File: src/include/dig_defs.vh
// constants of the ddr input capture and gearbox block
`ifndef DIG_DEFS_VH
`define DIG_DEFS_VH

// ****************************************
// register byte offsets
// ****************************************
`define DIG_CTRL_OFS      4'h0
`define DIG_STAT_OFS      4'h4

// ****************************************
// control fields and reset
// ****************************************
`define DIG_CTRL_MODE_LSB 0
`define DIG_CTRL_MODE_MSB 1
`define DIG_CTRL_MEM_BIT  2
`define DIG_CTRL_DEN_BIT  3
`define DIG_CTRL_DYN_BIT  4
`define DIG_CTRL_FIX_LSB  8
`define DIG_CTRL_FIX_MSB  11
`define DIG_CTRL_RST      12'h000
`define DIG_CTRL_WMASK    12'hf1f

// ****************************************
// status fields
// ****************************************
`define DIG_STAT_DROP_BIT 0
`define DIG_STAT_MERR_BIT 1
`define DIG_STAT_OVAL_BIT 2
`define DIG_STAT_LAST_LSB 4
`define DIG_STAT_LAST_MSB 7

// ****************************************
// capture modes
// ****************************************
`define DIG_MODE_SDR      2'h0
`define DIG_MODE_DDR      2'h1
`define DIG_MODE_GEAR     2'h2

// ****************************************
// sizes
// ****************************************
`define DIG_DLY_TAPS      16
`define DIG_WORD_W        4

`endif

File: src/dig_input_capture.v
// input capture block: bypass, delay, sdr, ddr and gearbox capture
`include "dig_defs.vh"

module dig_input_capture #(
    parameter EDGE_SIDE = 1,
    parameter DLY_TAPS  = `DIG_DLY_TAPS
) (
    input  wire        sys_clk,
    input  wire        resetn,
    input  wire [3:0]  avs_address,
    input  wire        avs_read,
    input  wire        avs_write,
    input  wire [31:0] avs_writedata,
    output reg  [31:0] avs_readdata,
    output reg         avs_waitrequest,
    input  wire        pad_input,
    input  wire        strobe_read_clock,
    input  wire        edge_clock,
    input  wire        sync_clock_polarity,
    input  wire        sync_transfer_latch,
    input  wire [3:0]  dynamic_delay_sel,
    output reg         comb_input_bypass,
    output reg         clock_input_bypass,
    output reg         sdr_data,
    output wire [3:0]  cap_data,
    output wire        cap_valid,
    input  wire        cap_ready,
    output reg         gearbox_out_pos_first,
    output reg         gearbox_out_neg_first,
    output reg         gearbox_out_pos_second,
    output reg         gearbox_out_neg_second
);

    // ****************************************
    // declarations
    // ****************************************
    reg  [11:0]         ctrl_reg;
    reg                 drop_reg;
    reg  [3:0]          last_reg;
    reg  [DLY_TAPS-1:0] dly_reg;
    reg                 pos_reg;
    reg                 neg_reg;
    reg  [1:0]          syn_reg;
    reg                 syn_vld_reg;
    reg  [1:0]          ecl_first_reg;
    reg  [1:0]          ecl_second_reg;
    reg                 ecl_slot_reg;
    reg                 ecl_full_reg;
    reg  [3:0]          word_reg;
    reg                 word_vld_reg;
    wire [8:0]          raw_in;
    wire [8:0]          s_q;
    wire [8:0]          s_rise;
    wire [8:0]          s_fall;
    wire                pad_s;
    wire                strb_r;
    wire                strb_f;
    wire                edge_clock_r;
    wire                edge_clock_f;
    wire                pol_s;
    wire                lat_s;
    wire [3:0]          dsel_s;
    wire [1:0]          mode;
    wire                mem_mode;
    wire                mode_err;
    wire                cap_r;
    wire                cap_f;
    wire                hand_off;
    wire [3:0]          tap;
    wire                data_d;
    wire                buf_ready;
    wire                req;

    // ****************************************
    // pin synchronisers
    // ****************************************
    assign raw_in = {dynamic_delay_sel, sync_transfer_latch, sync_clock_polarity,
                     edge_clock, strobe_read_clock, pad_input};

    dig_sync #(
        .W (9)
    ) u_sync (
        .sys_clk (sys_clk),
        .resetn  (resetn),
        .d       (raw_in),
        .q       (s_q),
        .rise    (s_rise),
        .fall    (s_fall)
    );

    assign pad_s  = s_q[0];
    assign strb_r = s_rise[1];
    assign strb_f = s_fall[1];
    assign edge_clock_r = s_rise[2];
    assign edge_clock_f = s_fall[2];
    assign pol_s  = s_q[3];
    assign lat_s  = s_q[4];
    assign dsel_s = s_q[8:5];

    // ****************************************
    // mode decode
    // ****************************************
    assign mode     = ctrl_reg[`DIG_CTRL_MODE_MSB:`DIG_CTRL_MODE_LSB];
    assign mem_mode = ctrl_reg[`DIG_CTRL_MEM_BIT];
    assign mode_err = (mode == `DIG_MODE_GEAR && EDGE_SIDE == 0) || (mode == 2'h3);
    assign cap_r    = mem_mode ? strb_r : edge_clock_r;
    assign cap_f    = mem_mode ? strb_f : edge_clock_f;
    assign hand_off = pol_s ? cap_r : cap_f;

    // ****************************************
    // input delay
    // ****************************************
    // fixed or dynamic tap
    assign tap    = ctrl_reg[`DIG_CTRL_DYN_BIT] ? dsel_s
                  : ctrl_reg[`DIG_CTRL_FIX_MSB:`DIG_CTRL_FIX_LSB];
    assign data_d = ctrl_reg[`DIG_CTRL_DEN_BIT] ? dly_reg[tap] : pad_s;

    always @(posedge sys_clk or negedge resetn) begin
        if (!resetn) begin
            dly_reg <= {DLY_TAPS{1'b0}};
        end else begin
            dly_reg <= {dly_reg[DLY_TAPS-2:0], pad_s};
        end
    end

    // ****************************************
    // bypass and sdr
    // ****************************************
    always @(posedge sys_clk or negedge resetn) begin
        if (!resetn) begin
            comb_input_bypass  <= 1'b0;
            clock_input_bypass <= 1'b0;
            sdr_data           <= 1'b0;
        end else begin
            comb_input_bypass  <= pad_s;
            clock_input_bypass <= pad_s;
            if (mode == `DIG_MODE_SDR) begin
                sdr_data <= data_d;
            end
        end
    end

    // ****************************************
    // ddr capture and sync registers
    // ****************************************
    always @(posedge sys_clk or negedge resetn) begin
        if (!resetn) begin
            pos_reg     <= 1'b0;
            neg_reg     <= 1'b0;
            syn_reg     <= 2'h0;
            syn_vld_reg <= 1'b0;
        end else begin
            if (cap_r) begin
                pos_reg <= data_d;
            end
            if (cap_f) begin
                neg_reg <= data_d;
            end
            syn_vld_reg <= 1'b0;
            if (hand_off && !mode_err && mode != `DIG_MODE_SDR) begin
                // newest sample taken straight in, the other from its register
                syn_reg     <= pol_s ? {data_d, neg_reg} : {pos_reg, data_d};
                syn_vld_reg <= 1'b1;
            end
        end
    end

    // ****************************************
    // edge clock transfer and gearbox
    // ****************************************
    always @(posedge sys_clk or negedge resetn) begin
        if (!resetn) begin
            ecl_first_reg  <= 2'h0;
            ecl_second_reg <= 2'h0;
            ecl_slot_reg   <= 1'b0;
            ecl_full_reg   <= 1'b0;
            word_reg       <= 4'h0;
            word_vld_reg   <= 1'b0;
        end else begin
            word_vld_reg <= 1'b0;
            if (mode == `DIG_MODE_DDR && syn_vld_reg) begin
                word_reg     <= {2'h0, syn_reg};
                word_vld_reg <= 1'b1;
            end else if (mode == `DIG_MODE_GEAR && !mode_err) begin
                if (syn_vld_reg && !ecl_full_reg) begin
                    if (!ecl_slot_reg) begin
                        ecl_first_reg <= syn_reg;
                    end else begin
                        ecl_second_reg <= syn_reg;
                        ecl_full_reg   <= 1'b1;
                    end
                    ecl_slot_reg <= ~ecl_slot_reg;
                end
                if (lat_s && ecl_full_reg) begin
                    word_reg     <= {ecl_second_reg, ecl_first_reg};
                    word_vld_reg <= 1'b1;
                    ecl_full_reg <= 1'b0;
                end
            end else begin
                ecl_slot_reg <= 1'b0;
                ecl_full_reg <= 1'b0;
            end
        end
    end

    // ****************************************
    // gearbox outputs
    // ****************************************
    always @(posedge sys_clk or negedge resetn) begin
        if (!resetn) begin
            gearbox_out_pos_first  <= 1'b0;
            gearbox_out_neg_first  <= 1'b0;
            gearbox_out_pos_second <= 1'b0;
            gearbox_out_neg_second <= 1'b0;
        end else if (word_vld_reg && mode == `DIG_MODE_GEAR) begin
            gearbox_out_pos_first  <= word_reg[1];
            gearbox_out_neg_first  <= word_reg[0];
            gearbox_out_pos_second <= word_reg[3];
            gearbox_out_neg_second <= word_reg[2];
        end
    end

    // ****************************************
    // output buffer
    // ****************************************
    // a full buffer cannot stall the pad, so a refused word sets the sticky drop flag
    dig_buf2 #(
        .W (`DIG_WORD_W)
    ) u_buf (
        .sys_clk   (sys_clk),
        .resetn    (resetn),
        .in_data   (word_reg),
        .in_valid  (word_vld_reg),
        .in_ready  (buf_ready),
        .out_data  (cap_data),
        .out_valid (cap_valid),
        .out_ready (cap_ready)
    );

    // ****************************************
    // avalon slave
    // ****************************************
    assign req = avs_read | avs_write;

    always @(posedge sys_clk or negedge resetn) begin
        if (!resetn) begin
            avs_waitrequest <= 1'b1;
            avs_readdata    <= 32'h0000_0000;
        end else if (req && avs_waitrequest) begin
            avs_waitrequest <= 1'b0;
            if (avs_address == `DIG_CTRL_OFS) begin
                avs_readdata <= {20'h00000, ctrl_reg};
            end else if (avs_address == `DIG_STAT_OFS) begin
                avs_readdata <= {24'h000000, last_reg, 1'b0, cap_valid,
                                 mode_err, drop_reg};
            end else begin
                avs_readdata <= 32'h0000_0000;
            end
        end else begin
            avs_waitrequest <= 1'b1;
        end
    end

    // ****************************************
    // control and status registers
    // ****************************************
    always @(posedge sys_clk or negedge resetn) begin
        if (!resetn) begin
            ctrl_reg <= `DIG_CTRL_RST;
            drop_reg <= 1'b0;
            last_reg <= 4'h0;
        end else begin
            if (avs_write && !avs_waitrequest && avs_address == `DIG_CTRL_OFS) begin
                // spare bits never stored, so they read back as zero
                ctrl_reg <= avs_writedata[11:0] & `DIG_CTRL_WMASK;
            end
            // set wins over write-one-to-clear
            if (word_vld_reg && !buf_ready) begin
                drop_reg <= 1'b1;
            end else if (avs_write && !avs_waitrequest
                         && avs_address == `DIG_STAT_OFS
                         && avs_writedata[`DIG_STAT_DROP_BIT]) begin
                drop_reg <= 1'b0;
            end
            if (word_vld_reg) begin
                last_reg <= word_reg;
            end
        end
    end

endmodule // dig_input_capture

File: src/dig_sync.v
// two flip-flop synchroniser with edge detection, one per bit
module dig_sync #(
    parameter W = 1
) (
    input  wire         sys_clk,
    input  wire         resetn,
    input  wire [W-1:0] d,
    output wire [W-1:0] q,
    output wire [W-1:0] rise,
    output wire [W-1:0] fall
);

    reg [W-1:0] s1_reg;
    reg [W-1:0] s2_reg;
    reg [W-1:0] s3_reg;

    // ****************************************
    // per bit chain
    // ****************************************
    genvar i;
    generate
        for (i = 0; i < W; i = i + 1) begin : g_bit
            // first stage feeds only the second
            always @(posedge sys_clk or negedge resetn) begin
                if (!resetn) begin
                    s1_reg[i] <= 1'b0;
                    s2_reg[i] <= 1'b0;
                    s3_reg[i] <= 1'b0;
                end else begin
                    s1_reg[i] <= d[i];
                    s2_reg[i] <= s1_reg[i];
                    s3_reg[i] <= s2_reg[i];
                end
            end
            assign q[i]    = s2_reg[i];
            assign rise[i] = s2_reg[i] & ~s3_reg[i];
            assign fall[i] = ~s2_reg[i] & s3_reg[i];
        end
    endgenerate

endmodule // dig_sync

File: src/dig_buf2.v
// two-entry buffer with valid and ready on both sides
module dig_buf2 #(
    parameter W = 4
) (
    input  wire         sys_clk,
    input  wire         resetn,
    input  wire [W-1:0] in_data,
    input  wire         in_valid,
    output wire         in_ready,
    output wire [W-1:0] out_data,
    output wire         out_valid,
    input  wire         out_ready
);

    reg [W-1:0] d0_reg;
    reg [W-1:0] d1_reg;
    reg         v0_reg;
    reg         v1_reg;
    wire        pop;
    wire        push;

    assign pop       = v0_reg & out_ready;
    assign push      = in_valid & ~v1_reg;
    assign in_ready  = ~v1_reg;
    assign out_data  = d0_reg;
    assign out_valid = v0_reg;

    // ****************************************
    // head and second entry
    // ****************************************
    always @(posedge sys_clk or negedge resetn) begin
        if (!resetn) begin
            d0_reg <= {W{1'b0}};
            d1_reg <= {W{1'b0}};
            v0_reg <= 1'b0;
            v1_reg <= 1'b0;
        end else if (pop) begin
            if (v1_reg) begin
                d0_reg <= d1_reg;
                v1_reg <= 1'b0;
            end else if (push) begin
                d0_reg <= in_data;
            end else begin
                v0_reg <= 1'b0;
            end
        end else if (push) begin
            if (!v0_reg) begin
                d0_reg <= in_data;
                v0_reg <= 1'b1;
            end else begin
                d1_reg <= in_data;
                v1_reg <= 1'b1;
            end
        end
    end

endmodule // dig_buf2

File: config.mk
export PLATFORM = sky130hd
export DESIGN_NAME = dig_input_capture
export DESIGN_NICKNAME = d
export VERILOG_FILES = /design/src/dig_input_capture.v /design/src/dig_sync.v /design/src/dig_buf2.v
export VERILOG_INCLUDE_DIRS = /design/src /design/src/include
export SDC_FILE = /design/constraint.sdc
export NUM_CORES = 1
export LEC_CHECK = 0
export ABC_AREA = 1
export ABC_CLOCK_PERIOD_IN_PS = 1900
export CAP_MARGIN = 10
export CORE_MARGIN = 2
export CORE_UTILIZATION = 30
export CTS_CLUSTER_SIZE = 12
export DETAILED_ROUTE_END_ITERATION = 12
export DONT_BUFFER_PORTS = 1
export MAX_ROUTING_LAYER = met4
export RECOVER_POWER = 25
export SKIP_CTS_REPAIR_TIMING = 1
export SYNTH_ARGS = -nofsm -noshare
export SYNTH_HDL_FRONTEND = slang
export SYNTH_SLANG_ARGS = --single-unit
File: constraint.sdc
create_clock -name sys_clk -period 1.9 [get_ports sys_clk]
set_input_delay 0.19 -clock sys_clk [delete_from_list [all_inputs] [get_ports sys_clk]]
set_output_delay 0.19 -clock sys_clk [all_outputs]
set_load 0.02 [all_outputs]
==> out/qor.yml <==
die:
  core_um2: 12500
  rows: 41
  io_pins: 95
  die_h_um: 116
  start_util_pct: 30.4
  fp.dieW_um: 116
  dieArea_um2: 13600
yosys:
  yosys.area.top_type: "dfrtp_1"
  ys_seq_area_share_pct: 62.0
  yosys-top-cells-area: "dfrtp_1, nand2_1, inv_1"
  async_flop_share_pct: 100
  netlist_instances: 384
  synth-edff-count: 0
  synth_seq_cells: 94
  synth_cell_types: 34
  syn_area_per_cell_um2: 9.88
  netlist.area_leader.share_pct: 61.3
  syn_area_um2: 3790
  yosys_warnings: 0
  synth_flop_cell: "dfrtp_1"
sta:
  finClkSkew_ns: 0.00650
  period_share_pct: 88.4
  max-slew-margin-rel_pct: 56.2
  setup_viol: 0
  final.setup.worst_slack_ns: 0.220
  max_freq_mhz: 595
  timing.hold.ws_ns: -0.451
  rsz0062_at_grt: "false"
  min_period_ns: 1.68
  fin_setup_tns_ns: 0
  worst-slew-pin-transition_ns: 0.657
  slew_violations: 0
  hold_viol_final: 94
placement:
  portBuffers: 0
  dpl_worst_slack_ns: 0.227
  dp.final_hpwl_um: 4980
  place_area_um2: 3890
  dp_cells: 550
  gp_congestion: 0.870
min_path:
  min_path_type: "input pin to async pin"
global_route:
  grt_pass1_vias: 2285
  grt_max_degree: 95
  track_usage_pct: 11.5
  antenna_found_initial: 0
  grt_first_pass_wirelength_um: 11700
  gr-total-overflow: 0
setup_path:
  timing.rr.start: "ctrl_reg[4]"
  worstSetupEndpointType: "flop"
  worstPathCellList: "nand2_4 -> nand2_4 -> nand2_1 -> nand3_1 -> nand3_1 -> nand3_1 -> nand2_1 -> nand2_2 -> nand3_1 -> nand2_1 -> nand2_1"
  ff2ff_path_depth: 11
  required_ns: 2.13
  critPathMaxStageDelay_ns: 0.60
  reg2reg_slack_ns: 0.22
  cp_max_fo: 10
  timing.rr.end: "syn_reg[0]"
  critPathKind: "flop to flop"
  crit_arrival_ns: 1.91
  crit_slowest_cell: "dfrtp_1"
  critPathLaunchType: "flop"
cells_and_area:
  finalNetCount: 449
  finalNonFillerCells: 576
  fin_util_pct: 34.5
  largest_reg_flops: 16
  syn2layout_area_growth_pct: 13.3
  drive_above_1_share_pct: 8.17
  design_area_um2: 4300
  multi_input_area_um2: 1130
  diodes: 0
  regArea_um2: 2350
  fillers: 1239
detailed_routing:
  dr_wl_met3_um: 549
  antenna_left: 0
  drtPass1Iterations: 4
  wl_met1_um: 3290
  drtIter0Drc: 158
  routed_wl_um: 7080
  drc_errors: 0
  vias_per_cell: 4.29
  num_vias: 2469
  wl_per_cell_um: 12.3
  top_layer: "met4"
  wl_met2_um: 3120
power_and_ir_drop:
  combPwrFrac_pct: 16.7
  vdd_drop_max_v: 0.000513
  switching_power_mw: 1.84
  p_clk_share_pct: 32.2
  pwr_density_cell_nw_per_um2: 1310
  p_int_mw: 3.80
  seqPwrFrac_pct: 51.1
  swShare_pct: 32.6
  power.total_mw: 5.63
  p_leak_nw: 2.04
cts:
  cts_buffers: 9
  cts_buffer_depth: 2
  clk_pin_slew_ns: 0.06
  cts_tree: "yes"
  root_buffer: "clkbuf_16"
  clock_latency_ns: 0.34
  cts_htree_levels: 3
  clock_sinks: 94
run_status:
  violations: "hold timing"
  status: "finished with violations"
job:
  max_cap_viol_count: 0
-- worst max-delay path: cells and delay by family (launching register included) --
| family | cells | cell delay [ns] |
|---|---|---|
| flops | 1 | 0.60 |
| simple gates | 11 | 0.98 |
-- cell usage in the layout (no fill, tap or decap), types with 2 or more instances in the layout --
cell           count
nand3b_1           3
nor2_2             4
o21ai_1            5
dlygate4sd3_1     10
nand2_1           71
dfrtp_1           93
conb_1            20
clkbuf_16          9
nor2_1            33
a21oi_1           12
o22ai_1            4
o21ai_0           22
a31oi_1           10
inv_2              2
inv_6              2
nand2_4            3
clkinvlp_4         3
nand3_1           29
inv_1             45
o31ai_1            6
clkinv_1           2
-- power groups by stage --
stage	logic (mW)	registers (mW)	clock network, mW
floorplan	0.817	2.80	0
global route	1.09	2.93	1.96
global placement	0.909	2.91	0
detailed placement	0.924	2.92	0
CTS	0.932	2.89	1.88
finish	0.939	2.88	1.81
-- area by class of cell --
cell class,count,share of cell area (%)
flip-flops and latches,94,54.7
multi-input cells,234,26.4
clock buffers,9,5.24
well taps,172,5.01
inverters,50,4.42
repair buffers,10,2.33
clock inverters,7,1.89
-- logic make-up (layout without fill, tap and decap cells) --
| logic type | after synthesis | count (layout) | share of synthesized area (%) |
|---|---|---|---|
| buffers and inverters | 75 | 76 | 9.96 |
| AND/OR/NAND/NOR | 149 | 149 | 17.9 |
| multiplexers | 1 | 1 | 0.297 |
| AO/OA/AOI/OAI | 64 | 64 | 9.73 |
| flip-flops | 94 | 94 | 62.0 |
| other | 1 | 20 | 0.0988 |
-- per-layer routing --
layer | global-route usage, % | vias to the layer above
li1 | - | 1225
met1 | 15.2 | 1170
met2 | 15.9 | 65
met3 | 4.15 | 9
met4 | 4.60 | 0
met5 | - | -
-- cell usage after synthesis (4+ instances only) --
cell / instances
nor2_1: 33
nand3_1: 29
o22ai_1: 4
inv_1: 45
dfrtp_1: 93
a31oi_1: 10
buf_4: 21
o21ai_1: 5
nor2_2: 4
o31ai_1: 6
a21oi_1: 12
nand2_1: 71
o21ai_0: 22
-- worst max path at each step --
stage               slack, ns  depth (start not counted)         from          to
finish                   0.22                         11  ctrl_reg[4]  syn_reg[0]
floorplan                0.54                         13  ctrl_reg[4]  syn_reg[0]
detailed placement       0.23                         11  ctrl_reg[4]  syn_reg[0]
CTS                      0.22                         11  ctrl_reg[4]  syn_reg[0]
global placement         0.24                         11  ctrl_reg[4]  syn_reg[0]
global route             0.05                         13  ctrl_reg[4]  syn_reg[1]
(Power assumes the default switching activity.)
